**src/design/sci_break_defines.svh**
```systemverilog
// Timing and frame constants for the break and idle transmitter.
// Assumes a single 250 MHz clock and a fixed programmed baud rate.
`ifndef SCI_BREAK_DEFINES_SVH
`define SCI_BREAK_DEFINES_SVH

// Clock rate in Hz and line rate in baud
`define SBI_CLOCK_HZ       250000000
`define SBI_BAUD_RATE      19200
// Cycles in one bit period, rounded down
`define SBI_CYCLES_PER_BIT (`SBI_CLOCK_HZ / `SBI_BAUD_RATE)

// Bit periods per character for each word-length select value
`define SBI_FRAME_BITS_8   4'ha
`define SBI_FRAME_BITS_9   4'hb
// High bit periods closing each break character
`define SBI_STOP_BITS      4'h1

// Reset value of the serial output line (marking)
`define SBI_LINE_RESET     1'b1

`endif

```
**src/design/sci_break_pkg.sv**
```systemverilog
// Types shared by the break and idle transmitter modules.
// Assumes nothing beyond the defines header.
package sci_break_pkg;

  // Transmit sequencer states
  typedef enum logic [1:0] {
    S_READY,
    S_IDLE_FRAME,
    S_BREAK,
    S_BREAK_STOP
  } tx_state_t;

  // Bit-count width used on the timer request
  typedef logic [3:0] bit_count_t;

endpackage : sci_break_pkg

```
**src/design/bit_timer_if.sv**
```systemverilog
// Interface between the transmit sequencer and its bit-period timer.
// Assumes both ends share one clock.
`timescale 1ns/1ps
`default_nettype none

interface bit_timer_if;
  import sci_break_pkg::*;
  logic       start;  // Load a new run of bit periods
  bit_count_t bits;   // Number of bit periods to run
  logic       done;   // Last cycle of the run
  logic       busy;   // A run is in progress

  modport ctrl  (output start, output bits, input done, input busy);
  modport timer (input start, input bits, output done, output busy);
endinterface : bit_timer_if

`default_nettype wire

```
**src/design/sci_bit_timer.sv**
```systemverilog
// Bit-period timer: counts a requested number of whole bit periods.
// Assumes start is synchronous and may arrive in the done cycle.
`timescale 1ns/1ps
`default_nettype none

module sci_bit_timer #(
  parameter int unsigned CYCLES_PER_BIT = 13020
) (
  input  wire logic clock,   // Core clock
  input  wire logic rst_n,   // Synchronised reset, active low
  bit_timer_if.timer tmr     // Request from the sequencer
);
  import sci_break_pkg::*;

  localparam int unsigned CW = $clog2(CYCLES_PER_BIT) + 1;
  localparam logic [CW-1:0] LAST_CYC = CW'(CYCLES_PER_BIT - 1);

  logic [CW-1:0] cyc_ff;
  bit_count_t    left_ff;
  logic          busy_ff;
  logic          bit_end;

  //////////////////////////////////////////////////////////////////////////
  // End of a bit period and of the whole run
  assign bit_end  = busy_ff && (cyc_ff == LAST_CYC);
  assign tmr.done = bit_end && (left_ff == 4'h1);
  assign tmr.busy = busy_ff;

  // Cycle counter within a bit period
  always_ff @(posedge clock or negedge rst_n)
  begin
    if (!rst_n)
      cyc_ff <= '0;
    else if (tmr.start || bit_end)
      cyc_ff <= '0;
    else if (busy_ff)
      cyc_ff <= cyc_ff + 1'b1;
  end

  // Remaining bit periods and run flag
  always_ff @(posedge clock or negedge rst_n)
  begin
    if (!rst_n)
    begin
      left_ff <= 4'h0;
      busy_ff <= 1'b0;
    end
    else if (tmr.start)
    begin
      left_ff <= tmr.bits;
      busy_ff <= 1'b1;
    end
    else if (bit_end)
    begin
      left_ff <= left_ff - 4'h1;
      busy_ff <= (left_ff != 4'h1);
    end
  end

endmodule : sci_bit_timer

`default_nettype wire

```
**src/design/sci_break_idle_transmit.sv**
```systemverilog
// Transmit-side break and idle generator of an asynchronous serial port.
// Assumes control inputs come from logic on the same clock.
`timescale 1ns/1ps
`default_nettype none
`include "sci_break_defines.svh"

module sci_break_idle_transmit #(
  parameter int unsigned CYCLES_PER_BIT = `SBI_CYCLES_PER_BIT
) (
  input  wire logic clock,               // Core clock, 250 MHz
  input  wire logic arst_n,              // Asynchronous reset, active low
  input  wire logic send_break_request,  // Host break request level
  input  wire logic transmitter_enable,  // Host transmitter enable
  input  wire logic word_length_select,  // 0: 8 data bits, 1: 9
  output logic      tx_line_ff,          // Serial output line
  output logic      break_active_ff,     // Break low period in progress
  output logic      idle_active_ff       // Idle frame in progress
);
  import sci_break_pkg::*;

  logic       rst_meta_ff;
  logic       rst_n_ff;
  tx_state_t  state_ff;
  tx_state_t  nxt_state;
  logic       te_prev_ff;
  logic       idle_pend_ff;
  logic       brk_latch_ff;
  logic       want_break;
  bit_count_t frame_bits;
  logic       req_prev_ff;
  logic       te_rise;
  logic       req_rise;
  logic       idle_due;
  logic       idle_start;
  logic       break_start;

  // Request and done lines of the bit-period timer
  bit_timer_if tmr ();

  //////////////////////////////////////////////////////////////////////////
  // True when the sequencer launches a timer run for the given frame kind;
  // used to retire the queued idle and the latched break request
  function automatic logic starts_frame(input logic      start,
                                        input tx_state_t nxt,
                                        input tx_state_t kind);
    return start && (nxt == kind);
  endfunction : starts_frame

  //////////////////////////////////////////////////////////////////////////
  // Reset release through two flip-flops
  always_ff @(posedge clock or negedge arst_n)
  begin
    if (!arst_n)
    begin
      rst_meta_ff <= 1'b0;
      rst_n_ff    <= 1'b0;
    end
    else
    begin
      rst_meta_ff <= 1'b1;
      rst_n_ff    <= rst_meta_ff;
    end
  end

  //////////////////////////////////////////////////////////////////////////
  // Bit-period timer
  sci_bit_timer #(
    .CYCLES_PER_BIT (CYCLES_PER_BIT)
  ) u_timer (
    .clock (clock),
    .rst_n (rst_n_ff),
    .tmr   (tmr)
  );

  //////////////////////////////////////////////////////////////////////////
  // Character length from the word-length select
  assign frame_bits = word_length_select ? `SBI_FRAME_BITS_9
                                         : `SBI_FRAME_BITS_8;

  // Break wanted by a held level or a latched short pulse
  assign want_break = send_break_request || brk_latch_ff;

  //////////////////////////////////////////////////////////////////////////
  // Request edges; both history flops reset to the idle level of 0
  assign te_rise  = transmitter_enable && !te_prev_ff;
  assign req_rise = send_break_request && !req_prev_ff;

  // Idle owed: queued earlier or asked for at this very edge
  assign idle_due = idle_pend_ff || te_rise;

  // Frame launches seen by the bookkeeping flops
  assign idle_start  = starts_frame(tmr.start, nxt_state, S_IDLE_FRAME);
  assign break_start = starts_frame(tmr.start, nxt_state, S_BREAK);

  // Enable history for edge detection
  always_ff @(posedge clock or negedge rst_n_ff)
  begin
    if (!rst_n_ff)
      te_prev_ff <= 1'b0;
    else
      te_prev_ff <= transmitter_enable;
  end

  // Break request history for edge detection
  always_ff @(posedge clock or negedge rst_n_ff)
  begin
    if (!rst_n_ff)
      req_prev_ff <= 1'b0;
    else
      req_prev_ff <= send_break_request;
  end

  // Idle owed until its frame starts; a rise served at once is not kept
  always_ff @(posedge clock or negedge rst_n_ff)
  begin
    if (!rst_n_ff)
      idle_pend_ff <= 1'b0;
    else if (idle_start)
      idle_pend_ff <= 1'b0;
    else if (te_rise)
      idle_pend_ff <= 1'b1;
  end

  // New request met while busy; a level held past its start adds nothing,
  // so clearing the request mid-break never costs an extra break
  always_ff @(posedge clock or negedge rst_n_ff)
  begin
    if (!rst_n_ff)
      brk_latch_ff <= 1'b0;
    else if (break_start)
      brk_latch_ff <= 1'b0;
    else if (req_rise)
      brk_latch_ff <= 1'b1;
  end

  //////////////////////////////////////////////////////////////////////////
  // Sequencer next state; one timer run per frame, no restart mid-run
  always_comb
  begin
    nxt_state = state_ff;
    tmr.start = 1'b0;
    tmr.bits  = frame_bits;
    unique case (state_ff)
      S_READY, S_IDLE_FRAME, S_BREAK_STOP:
      begin
        if (state_ff == S_READY || tmr.done)
        begin
          if (state_ff != S_READY)
            nxt_state = S_READY;
          // Idle first, so a held request cannot overtake a fresh enable
          if (transmitter_enable && idle_due)
          begin
            nxt_state = S_IDLE_FRAME;
            tmr.start = 1'b1;
          end
          else if (transmitter_enable && want_break)
          begin
            nxt_state = S_BREAK;
            tmr.start = 1'b1;
          end
        end
      end
      S_BREAK:
      begin
        if (tmr.done)
        begin
          nxt_state = S_BREAK_STOP;
          tmr.start = 1'b1;
          tmr.bits  = `SBI_STOP_BITS;
        end
      end
    endcase
  end

  // Sequencer state
  always_ff @(posedge clock or negedge rst_n_ff)
  begin
    if (!rst_n_ff)
      state_ff <= S_READY;
    else
      state_ff <= nxt_state;
  end

  //////////////////////////////////////////////////////////////////////////
  // Outputs registered from the next state, so edges align with the timer
  // Serial line: low only through the break body
  always_ff @(posedge clock or negedge rst_n_ff)
  begin
    if (!rst_n_ff)
      tx_line_ff <= `SBI_LINE_RESET;
    else
      tx_line_ff <= (nxt_state != S_BREAK);
  end

  // Break flag, high exactly while the line is held low
  always_ff @(posedge clock or negedge rst_n_ff)
  begin
    if (!rst_n_ff)
      break_active_ff <= 1'b0;
    else
      break_active_ff <= (nxt_state == S_BREAK);
  end

  // Idle flag over the high idle frame
  always_ff @(posedge clock or negedge rst_n_ff)
  begin
    if (!rst_n_ff)
      idle_active_ff <= 1'b0;
    else
      idle_active_ff <= (nxt_state == S_IDLE_FRAME);
  end

endmodule : sci_break_idle_transmit

`default_nettype wire

```
**config.mk**
```make
export PLATFORM = sky130hd
export DESIGN_NAME = sci_break_idle_transmit
export DESIGN_NICKNAME = d
export VERILOG_FILES = /design/src/design/sci_break_pkg.sv /design/src/design/bit_timer_if.sv /design/src/design/sci_bit_timer.sv /design/src/design/sci_break_idle_transmit.sv
export VERILOG_INCLUDE_DIRS = /design/src /design/src/design
export SDC_FILE = /design/constraint.sdc
export NUM_CORES = 1
export LEC_CHECK = 0
export ABC_AREA = 1
export BUFFER_PORTS_ARGS = -buffer_cell sky130_fd_sc_hd__buf_2
export CAP_MARGIN = 20
export CORE_ASPECT_RATIO = 1.2
export CORE_MARGIN = 2
export CORE_UTILIZATION = 42
export DETAILED_ROUTE_END_ITERATION = 6
export GPL_TIMING_DRIVEN = 0
export PLACE_DENSITY = 0.7
export SLEW_MARGIN = 20
export SYNTH_ARGS = -nofsm -noshare
export SYNTH_HDL_FRONTEND = slang
export SYNTH_SLANG_ARGS = --single-unit
```
**constraint.sdc**
```tcl
create_clock -name clock -period 2.45 [get_ports clock]
set_input_delay 0.245 -clock clock [delete_from_list [all_inputs] [get_ports clock]]
set_output_delay 0.245 -clock clock [all_outputs]
set_load 0.1 [all_outputs]
```
### Word-level counts from Yosys, hierarchy flattened

Index checks and enable logic that the tools add are counted.
W data, S select, Z words.

| word-level totals | value |
|---|---|
| output and inout bits | 3 |
| logic and storage cells | 69 |
| input port bits | 5 |
| register bits after elaboration | 31 |

| cells by class | value |
|---|---|
| multiplexer cells | 24 |
| add/subtract/negate cells | 2 |
| reduce and logical (&&, ||, !) cells | 21 |
| equality and inequality tests | 9 |

Operators with widths:

| cell | count |
|---|---|
| $mux W15 | 2 |
| $mux W4 | 4 |
| $add A15 B1 Y15 const B | 1 |
| $eq A15 B14 Y1 const B | 1 |
| $mux W1 | 11 |
| $mux W2 | 5 |
| $reduce_bool A2 Y1 | 5 |
| $logic_and A1 B1 Y1 | 8 |
| $eq A2 B2 Y1 const B | 3 |
| $eq A2 B1 Y1 const B | 2 |
| $eq A4 B1 Y1 const B | 1 |
| $logic_or A1 B1 Y1 | 4 |
| $ne A4 B1 Y1 const B | 1 |
| $pmux W2 S2 | 1 |
| $sub A4 B1 Y4 const B | 1 |
| $reduce_or A3 Y1 | 1 |
| $logic_not A1 Y1 | 2 |
| $logic_not A2 Y1 | 1 |
| $ne A2 B2 Y1 const B | 1 |
| $pmux W1 S2 | 1 |

### Depth between registers and ports, before layout

Gate-level depths: netlist of run 1.

| depth | value |
|---|---|
| depth in word-level cells | 10 |
| depth in mapped cells | 12 |

### By module

From an unflattened synthesis of run 1, not the netlist that was laid out.

| unflattened totals | value |
|---|---|
| cells, all modules | 235 |
| area total of the unflattened synthesis | 1766.7 sq um |

Modules (own cells, without submodules):

| module | area each (sq um) | seq. area each (sq um) | times used | cells an instance |
|---|---|---|---|---|
| sci_bit_timer | 1285.0 | 500.5 | 1 | 185 |
| sci_break_idle_transmit | 481.7 | 276.5 | 1 | 50 |

### Least setup slack after synthesis of run 1

Ideal clock, no wire load.

| timing | value |
|---|---|
| path type | register to register |
| from | reg u_timer.cyc_ff[0] |
| to | reg u_timer.cyc_ff[4] |
| setup slack | 0.946 ns |
| setup time | 0.086 ns |
| stages on the path, launching flop included | 12 |
| buffers on the path | 1 |
| arrival time | 1.418 ns |
| period minus slack after synthesis | 1.504 ns |
| path through | dfrtp_1 ha_1 nand2_1 inv_1 nand2_1 nor2_4 nand3_2 nand2_4 nand2_4 nand2_4 buf_8 nor3_1 |

| on the way | value |
|---|---|
| word-level cells in the longest chain between the ends | 8 |
| elaborated cells on any way between the ends | 12 |
| classes of those cells | 1 x add/sub; 1 x eq/ne; 5 x mux; 5 x reduce/logical |

Ends and longest elaborated chain:

| what | RTL line | RTL |
|---|---|---|
| start: declaration | sci_bit_timer.sv:18 | `logic [CW-1:0] cyc_ff;` |
| start signal: assignment | sci_bit_timer.sv:37 | `cyc_ff <= cyc_ff + 1'b1;` |
| branches (longest 8 deep; another with $add A15 B1 Y15) | - |  |

Parallel ways; which one is timed is not known. The select of a mux whose other input is x is not followed.
A chain may end at the register's enable or synchronous reset.

### Final worst setup path of run 1

| timing | value |
|---|---|
| from | reg u_timer.cyc_ff[11] |
| to | reg u_timer.cyc_ff[7] |

| on the way | value |
|---|---|
| word-level cells in the longest chain between the ends | 8 |
| elaborated cells on any way between the ends | 10 |
| classes of those cells | 1 x eq/ne; 4 x mux; 5 x reduce/logical |

Ends and longest elaborated chain:

| what | RTL line | RTL |
|---|---|---|
| $eq A15 B14 Y1 * | sci_bit_timer.sv:25 | `assign bit_end = busy_ff && (cyc_ff == LAST_CYC);` |
| $logic_and A1 B1 Y1 * | sci_bit_timer.sv:25 |  |
| $logic_and A1 B1 Y1 | sci_bit_timer.sv:26 | `assign tmr.done = bit_end && (left_ff == 4'h1);` |
| $logic_or A1 B1 Y1 | sci_break_idle_transmit.sv:146 | `if (state_ff == S_READY \|\| tmr.done)` |
| $mux W1 | sci_break_idle_transmit.sv:146 |  |
| $pmux W1 S2 | sci_break_idle_transmit.sv:143 | `unique case (state_ff)` |
| $logic_or A1 B1 Y1 * | sci_bit_timer.sv:34 | `else if (tmr.start \|\| bit_end)` |
| $mux W15 / $reduce_bool A2 Y1 (equally long branches) | - |  |

Mark *: on every way between the ends. The rest lies on a longest branch, timed or not.

==> flow_results.org, run 1 <==
** Worst setup path
- Library cell contributing the largest single delay on the critical path :: sky130_fd_sc_hd__dfrtp_1
- Counting both buffers and inverters, the worst setup path holds a total of 3.
- In this design, the largest share of critical-path delay is due to simple AND/OR/NAND/NOR gates.
- In this run the worst path has a maximum fanout of 10.
- In this design, the stage delay of the slowest critical-path cell is 0.36 ns.
- Arr. time, crit path :: 1.90 ns
- The critical path is of the flip-flop to flip-flop type.
- Kind of start point of the critical path :: flip-flop
- The most numerous cell type found on the critical path is sky130_fd_sc_hd__nand2_4.
- Walking the worst path, the cells encountered are clkbuf_2 > inv_1 > nand3_1 > nor2_1 > nand3_2 > nand2_4 > nand2_4 > nand2_4 > buf_8 > nor2_1.
- STA classifies the critical path endpoint as a flip-flop.
- Data required time at the worst endpoint :: 2.62 ns

** Routing
- Routed wire per std cell :: 10.8 microns
- Wire length on met1 :: 1280 microns
- Final antenna-violating net count :: 0
- In this run, the number of DRC markers left after iteration 0 of detailed routing was 27.
- After detailed routing, the number of remaining DRC violations is 0.
- Met2 Routed Length :: 1400 microns
- Via count :: 1270
- The final layout contains routed wiring with a total length of 2860 microns.
- Top sig layer :: met4
- Total length of routed met3 wires :: 109 microns
- Dividing the detail-routed via count by the number of cells gives 4.79.
- Count of TritonRoute iterations in the first routing pass :: 4

** Yosys
- The cell area that synthesis handed to floorplanning was 0.00161 sq mm.
- Mean instance size in the synthesized netlist :: 8.17 sq um
- The number of nets in the synthesized netlist is 205.
- Counting distinct cell types in the post-synthesis netlist gives 27.
- Count of yosys warnings during synthesis :: 0
- Number of enable-type register cells in the synthesized netlist :: 0
- In the synthesized netlist the async set-or-reset flop fraction comes to 100%.
- Mapped Cells :: 197
- Share of synthesized area occupied by flip-flops and latches :: 48.3%
- Commonest register cell after synthesis :: sky130_fd_sc_hd__dfrtp_1
- In this run, synthesis produced a sequential element count of 31.

** Job
- The tool flagged a number of max-cap violations equal to 0.

** Global route
- Entering global routing, the biggest net connects 30 pins.
- Overflow left after global routing :: 0
- First-pass GRT wire length :: 5400 microns
- Via count of the first global-routing pass :: 1277
- Number of antenna violations at the first check in global routing :: 0
- Global router's overall resource usage :: 16.8%

** Placed design
- Post-detailed-placement half-perimeter wirelength :: 2140 microns
- Prior to clock tree synthesis, the placed netlist has a worst setup slack of 0.728 ns.
- Weighted congestion reported at the end of routability-driven placement :: 0.785
- Cells after DPL :: 256
- Number of input and output port buffers inserted :: 7

** Clock tree
- Post-CTS setup buffers :: 0
- Total of cells resized after clock tree synthesis :: 0
- Clock tree root buffer cell :: sky130_fd_sc_hd__clkbuf_8
- Clock latency reported for the late side of the worst-skew pair :: 0.29 ns
- Clock tree synthesis inserted a total of 5 buffers.
- Hold bufs inserted after CTS :: 1
- CTS built an H-tree with a depth of 2.
- Clock tree synthesis found a total of 31 sinks.
- After clock tree synthesis, the clock-pin slew on the worst setup and hold paths is 0.07 ns.
- TritonCTS clock tree :: done
- The clock passes through at most 2 buffers.

** Cells and area
- Final instance count without filler cells :: 265
- Compared with the post-synthesis result, the final layout area differs by 13.9%.
- The library cell used most frequently in the layout, excluding fill and tap cells, is sky130_fd_sc_hd__nand2_1.
- Number of diodes added for antenna fixing :: 0
- The final layout contains 220 nets.
- Commonest non-fill, non-tap cells in the layout :: sky130_fd_sc_hd__nand2_1, sky130_fd_sc_hd__inv_1, sky130_fd_sc_hd__dfrtp_1
- The post-route netlist has 13.6% of its cells at a drive strength greater than 1.
- Share of the core filled with cells :: 50.1%

** Floorplanning
- Die Width :: 60.5 microns
- Height of the chip :: 71.8 microns
- Num rows :: 24
- Initial core utilization :: 44.0%
- The core region is 0.00366 sq mm.
- Number of top-level pins :: 8
- The floorplan step defined a die boundary enclosing 0.00435 sq mm.

** STA
- Slew at the pin closest to its max-slew limit :: 0.641 ns
- Final Cycle Share :: 70.4%
- Summed negative setup slack over all endpoints :: 0 ns
- Hold violation total from the final report :: 0
- Maximum clock frequency :: 580 MHz
- The clock arrives with 0.00647 ns of skew.
- Setup repair after global routing left no endpoint under its margin.
- Endpoints failing setup :: 0
- Relative slew slack :: 57.3%
- Min Tclk post-route :: 1.72 ns
- Setup ws final :: 0.726 ns
- Max-slew violation count :: 0

** Outcome
- Outcome :: complete, no violations

** Power
- Leakage :: 0.973 nW
- Worst voltage drop across the vdd grid :: 302 uV
- For this design the ratio of total power to cell area is 564 mW/mm^2.

** Worst hold path
- The path class of the tightest hold or removal check is input port to flip-flop.
## synth_stat cells (2+ instances only)
library cell               count  area (sq um)
sky130_fd_sc_hd__a21oi_1       4          20.0
sky130_fd_sc_hd__dfrtp_1      30           751
sky130_fd_sc_hd__ha_1          3          37.5
sky130_fd_sc_hd__inv_1        31           116
sky130_fd_sc_hd__inv_2         2          7.51
sky130_fd_sc_hd__nand2_1      44           165
sky130_fd_sc_hd__nand2_4       3          33.8
sky130_fd_sc_hd__nand3_1      11          55.1
sky130_fd_sc_hd__nand4_1       8          50.1
sky130_fd_sc_hd__nor2_1       23          86.3
sky130_fd_sc_hd__nor3_1       12          60.1
sky130_fd_sc_hd__o21ai_0       5          25.0
sky130_fd_sc_hd__o21bai_1      2          15.0
sky130_fd_sc_hd__xnor2_1       2          17.5
sky130_fd_sc_hd__xor2_1        5          43.8
## cells by family after synthesis
| group | synth area share, % |
|---|---|
| fa+ha+maj | 2.33 |
| other cells | 0.233 |
| buf+inv | 8.94 |
| simple gates | 30.9 |
| flops | 48.3 |
| xor+xnor | 3.81 |
| compound gates | 5.52 |
## flip-flops by register name, summed over array words and instances (netlist names)
| signal | flops |
|---|---|
| tx_line_ff | 1 |
| rst_n_ff | 1 |
| te_prev_ff | 1 |
| u_timer.tmr.busy | 1 |
| req_prev_ff | 1 |
| brk_latch_ff | 1 |
| u_timer.cyc_ff | 15 |
| break_active_ff | 1 |
| rst_meta_ff | 1 |
| idle_active_ff | 1 |
| u_timer.left_ff | 4 |
| idle_pend_ff | 1 |
| state_ff | 2 |
## report_power, final
| group | internal (mW) | switching, mW |
|---|---|---|
| registers | 0.515 | 0.00967 |
| logic | 0.00449 | 0.00686 |
| clock network | 0.302 | 0.195 |
## path summary, 6_finish.rpt
path | slack (ns) | cells after the start | start | endpoint
max in group asynchronous | 1.73 | 0 | rst_n_ff | u_timer.cyc_ff[0]
min in group asynchronous | 0.28 | 2 | arst_n | rst_n_ff
worst max-delay path | 0.73 | 10 | u_timer.cyc_ff[11] | u_timer.cyc_ff[7]
worst min-delay path | 0.09 | 1 | send_break_request | req_prev_ff
worst min register to register | 0.28 | 0 | rst_n_ff | u_timer.cyc_ff[5]
worst max register to register | 0.73 | 10 | u_timer.cyc_ff[11] | u_timer.cyc_ff[7]
## area by class of cell
class                           count  area (sq um)
Inverter                           33           124
Timing Repair Buffer                8          45.0
Tap cell                           52          65.1
Clock buffer                        5          68.8
Clock inverter                      3          43.8
Sequential cell                    31           778
Multi-Input combinational cell    131           689
Buffer                              2          20.0
Fill cell                         383          1830
## through the flow
step | hold WS [ns] | power [mW] | cell area, sq um
2_1_floorplan | -0.0506 | 0.537 | 1610
3_3_place_gp | 0.0292 | 0.545 | 1710
3_5_place_dp | 0.0306 | 0.546 | 1710
4_1_cts | 0.0829 | 1.05 | 1830
5_1_grt | 0.0886 | 1.07 | 1830
6_report | 0.0922 | 1.03 | 1830
## layer usage
metal	vias up	GRT usage [%]
met5	-	0
met4	0	8.45
met3	7	5.05
met2	18	27.2
met1	590	19.8
li1	655	-
(Power assumes the default switching activity.)
==> inputs of run 2 (changes only) <==
- ABC_AREA: 1 -> 0
- clock period: 2.45 -> 1.7 ns (I/O delays scaled with it)
==> run 2 against run 1 <==
Compared with the run above: the flow now finishes with violations (negative setup slack); global-route usage increased by 0.33 points; area after synthesis down 0.78%; non-clock buffer count grew 14; sequential power increased by 92%; critical path depth fell by 5; maximum frequency fell by 18%; largest cell class is now multi-input gates.
==> flow_results.org, run 2 <==
** Outcome
- The run finished, with violations left.
- Failing checks :: negative setup slack

** Yosys
- Mean instance size in the synthesized netlist :: 9.86 sq um
- The commonest cells after synthesis are sky130_fd_sc_hd__dfrtp_1, sky130_fd_sc_hd__nor2_1, sky130_fd_sc_hd__a21oi_1, sky130_fd_sc_hd__nand2_1, sky130_fd_sc_hd__xnor2_1.
- Area share of the largest cell type after synthesis :: 47.0%
- Async SR Flop Fraction :: 100%
- The number of nets in the synthesized netlist is 170.
- For this run, the leading register cell type out of synthesis is sky130_fd_sc_hd__dfrtp_1.
- The Yosys step of the flow raised 0 warnings.
- Share of synthesized area occupied by flip-flops and latches :: 48.6%
- Top-count cell post-synth :: sky130_fd_sc_hd__dfrtp_1
- Counting flops with a built-in enable in the synthesized netlist gives 0.
- Number of storage elements in the synthesis netlist :: 31
- After synthesis the cells add up to 0.00160 sq mm.
- Mapped Cells :: 162
- Most area-hungry cell type in the Yosys netlist :: sky130_fd_sc_hd__dfrtp_1
- After synthesis, the netlist uses 46 different library cells.
- Ranked by total cell area, the synthesized netlist is headed by sky130_fd_sc_hd__dfrtp_1, sky130_fd_sc_hd__nor2_1, sky130_fd_sc_hd__xnor2_1.

** Worst hold path
- The path with the worst hold slack has its endpoint at req_prev_ff.
- Cell depth of the worst min-delay path :: 1
- Kind of path behind the tightest hold check :: input port to flip-flop
- Startpoint of the lowest-slack hold path :: send_break_request

** Clock tree
- Cts bufs inserted :: 5
- TritonCTS clock tree :: done
- Clk sinks :: 31
- Deepest clock path buffer count :: 2
- Reg clk slew, reported paths :: 0.06 ns
- The later pin in the worst-skew pair is clocked with a latency of 0.28 ns.
- Depth of the CTS H-tree :: 2
- The cell sitting at the root of the clock tree is a sky130_fd_sc_hd__clkbuf_8.

** Power
- Summed over all cells, the static leakage comes to 0.853 nW.
- Power density normalized to cell area :: 1030 mW/mm^2
- VDD sags by at most 608 uV.

** Worst setup path
- Library cell contributing the largest single delay on the critical path :: sky130_fd_sc_hd__or4_4
- Setup Crit Path Kind :: flip-flop to flip-flop
- The most critical setup path has its startpoint at u_timer.cyc_ff[10].
- Endpoint of the worst register-to-register path :: break_active_ff
- Cell count of the worst reg-to-reg path :: 5
- Cell type group with the largest total delay on the critical path :: simple AND/OR/NAND/NOR gates
- Data on the critical path is required at its endpoint by 1.88 ns.
- Data on the critical path arrives at its endpoint at 2.27 ns.
- Setup slack on the worst reg-to-reg path comes out at -0.39 ns.
- Critical Path Max Stage Delay :: 0.64 ns
- Maximum fanout along the worst path :: 6
- Counting both buffers and inverters, the worst setup path holds a total of 0.
- STA classifies the critical path startpoint as a flip-flop.
- The worst setup path is captured at a flip-flop.
- Critical Path, Cell by Cell :: or4b_4 > or4_4 > o21ai_4 > a21oi_2 > a31o_1
- The startpoint identified for the worst register-to-register timing path is u_timer.cyc_ff[10].

** STA
- Setup repair after global routing could not meet its margin everywhere.
- The final critical path takes up 123% of the cycle.
- After layout, the minimum clock period comes to 2.09 ns.
- Relative slew slack :: 57.5%
- Max-slew violation count :: 0
- Slew at the pin closest to its max-slew limit :: 0.637 ns
- Hold violation total from the final report :: 0
- For this run, the top clock speed supported by timing is 477 MHz.
- Worst Clk Skew :: 0.00319 ns
- Setup violations remaining at the end of the flow were counted as 27.
- Setup ws final :: -0.395 ns

** Routing
- For this block, the via count after detailed routing is 1293.
- For this run, design rule violations remaining after detail routing come to 0.
- The detailed router finished its first iteration with 63 violations.
- Wire length on met1 :: 1420 microns
- Using the TritonRoute via totals, the vias-per-cell ratio works out to 5.39.
- Met2 Routed Length :: 1800 microns
- In this run the remaining antenna-violating nets after routing total 0.
- The routed design uses 120 microns of met3 wire.
- Top sig layer :: met4
- After detailed routing, the total wire length is 3400 microns.
- Count of TritonRoute iterations in the first routing pass :: 5
- In the final routed layout, each cell accounts on average for 14.2 microns.

** Placed design
- Post-detailed-placement half-perimeter wirelength :: 2150 microns
- Routability-driven placement finished with a final weighted congestion of 0.906.
- After detailed placement, the design holds a cell count of 221.
- Number of input and output port buffers inserted :: 7
- Pre-CTS WS :: -0.566 ns

** Global route
- Number of antenna violations at the first check in global routing :: 0
- Entering global routing, the biggest net connects 30 pins.
- Global routing finished with a remaining overflow of 0.
- Via count of the first global-routing pass :: 1292
- In the global route stage, overall resource usage came out at 17.1%.
- First-pass GRT wire length :: 5460 microns

** Cells and area
- Final instance count without filler cells :: 240
- Share of the core filled with cells :: 55.5%
- Leaving out fill and tap cells, the most frequent cell in the layout is sky130_fd_sc_hd__dfrtp_1.
- The net count of the finished layout is 195.
- Number of diodes added for antenna fixing :: 0
- Commonest non-fill, non-tap cells in the layout :: sky130_fd_sc_hd__dfrtp_1, sky130_fd_sc_hd__nor2_1, sky130_fd_sc_hd__nand2_1, sky130_fd_sc_hd__a21oi_1, sky130_fd_sc_hd__buf_4
- The register with the most flip-flops in the layout has 15 of them.
- Share of final-layout standard cells stronger than drive strength 1 :: 31.9%
- Largest registers :: u_timer.cyc_ff x15, u_timer.left_ff x4, state_ff x2
- Compared with the post-synthesis result, the final layout area differs by 26.2%.
- Ranked by flip-flop count, first place goes to u_timer.cyc_ff.
- After filler insertion, the fill cell instance count of the layout stands at 293.

** Job
- The tool flagged a number of max-cap violations equal to 0.

** Floorplanning
- The die is 60.3 microns wide.
- Initial core utilization :: 44.0%
- Height of the chip :: 71.6 microns
- Num rows :: 24
- Die Footprint :: 0.00432 sq mm
- Standard cell core area :: 0.00363 sq mm
- 8 I/O pins were placed.
run 2: report_power, final:
part           internal (mW)  total [mW]  switching (mW)
Clock                  0.369       0.633           0.264
Combinational          0.205       0.430           0.225
Sequential             0.853        1.01           0.159
run 2: how the worst max path moves through the flow:
stage	to	slack (ns)	cells after the start
2_1_floorplan	break_active_ff	-0.39	6
3_3_place_gp	u_timer.tmr.busy	-0.57	6
3_5_place_dp	u_timer.tmr.busy	-0.57	6
4_1_cts	u_timer.cyc_ff[9]	-0.38	5
5_1_grt	break_active_ff	-0.45	5
6_report	break_active_ff	-0.39	5
run 2: logic make-up (layout without fill, tap and decap cells):
logic type / count (synthesis) / count (layout) / share of synthesized area (%)
buf+inv: 12 / 37 / 3.45
other cells: 1 / 1 / 0.235
simple gates: 69 / 69 / 22.4
fa+ha+maj: 3 / 3 / 2.35
flops: 31 / 31 / 48.6
mux: 1 / 1 / 0.626
compound gates: 30 / 31 / 14.1
xor+xnor: 15 / 15 / 8.22
run 2: timing repair:
item / CTS / global route
buffers inserted: 5 / 6
cloned: 1 / 1
hold buffers: 1 / 0
gates resized for setup: 6 / 21
pin swaps: 2 / 6
endpoints found under the hold margin: 2 / 0
endpoints found under the setup margin: 27 / 27
run 2: worst reg2reg max path, cell delays in order (launching register included):
cell,delay [ns]
sky130_fd_sc_hd__dfrtp_1,0.38
sky130_fd_sc_hd__or4b_4,0.54
sky130_fd_sc_hd__or4_4,0.64
sky130_fd_sc_hd__o21ai_4,0.17
sky130_fd_sc_hd__a21oi_2,0.07
sky130_fd_sc_hd__a31o_1,0.18
run 2: layout make-up:
cell class / count / area, sq um / share of cell area [%]
Clock buffer: 8 / 100 / 4.97
Multi-Input combinational cell: 120 / 882 / 43.8
Inverter: 5 / 18.8 / 0.931
Sequential cell: 31 / 779 / 38.7
Tap cell: 52 / 65.1 / 3.23
Timing Repair Buffer: 20 / 146 / 7.26
Buffer: 4 / 23.8 / 1.18
run 2: per-layer routing:
metal  global-route usage, %  vias up
met3                    6.68        6
li1                        -      622
met4                    8.15        0
met1                    17.9      635
met2                    29.2       30
met5                       0        -
run 2: metrics by stage:
stage               hold WS (ns)  cell area (sq um)  total power [mW]  TNS [ns]
floorplan                 -0.126               1610              1.29     -7.60
global placement         -0.0455               1710              1.36    -11.14
detailed placement       -0.0444               1720              1.38    -11.55
CTS                      0.00505               1880              2.05     -9.15
global route             0.00617               2020              2.21    -10.27
finish                    0.0152               2020              2.08     -8.72
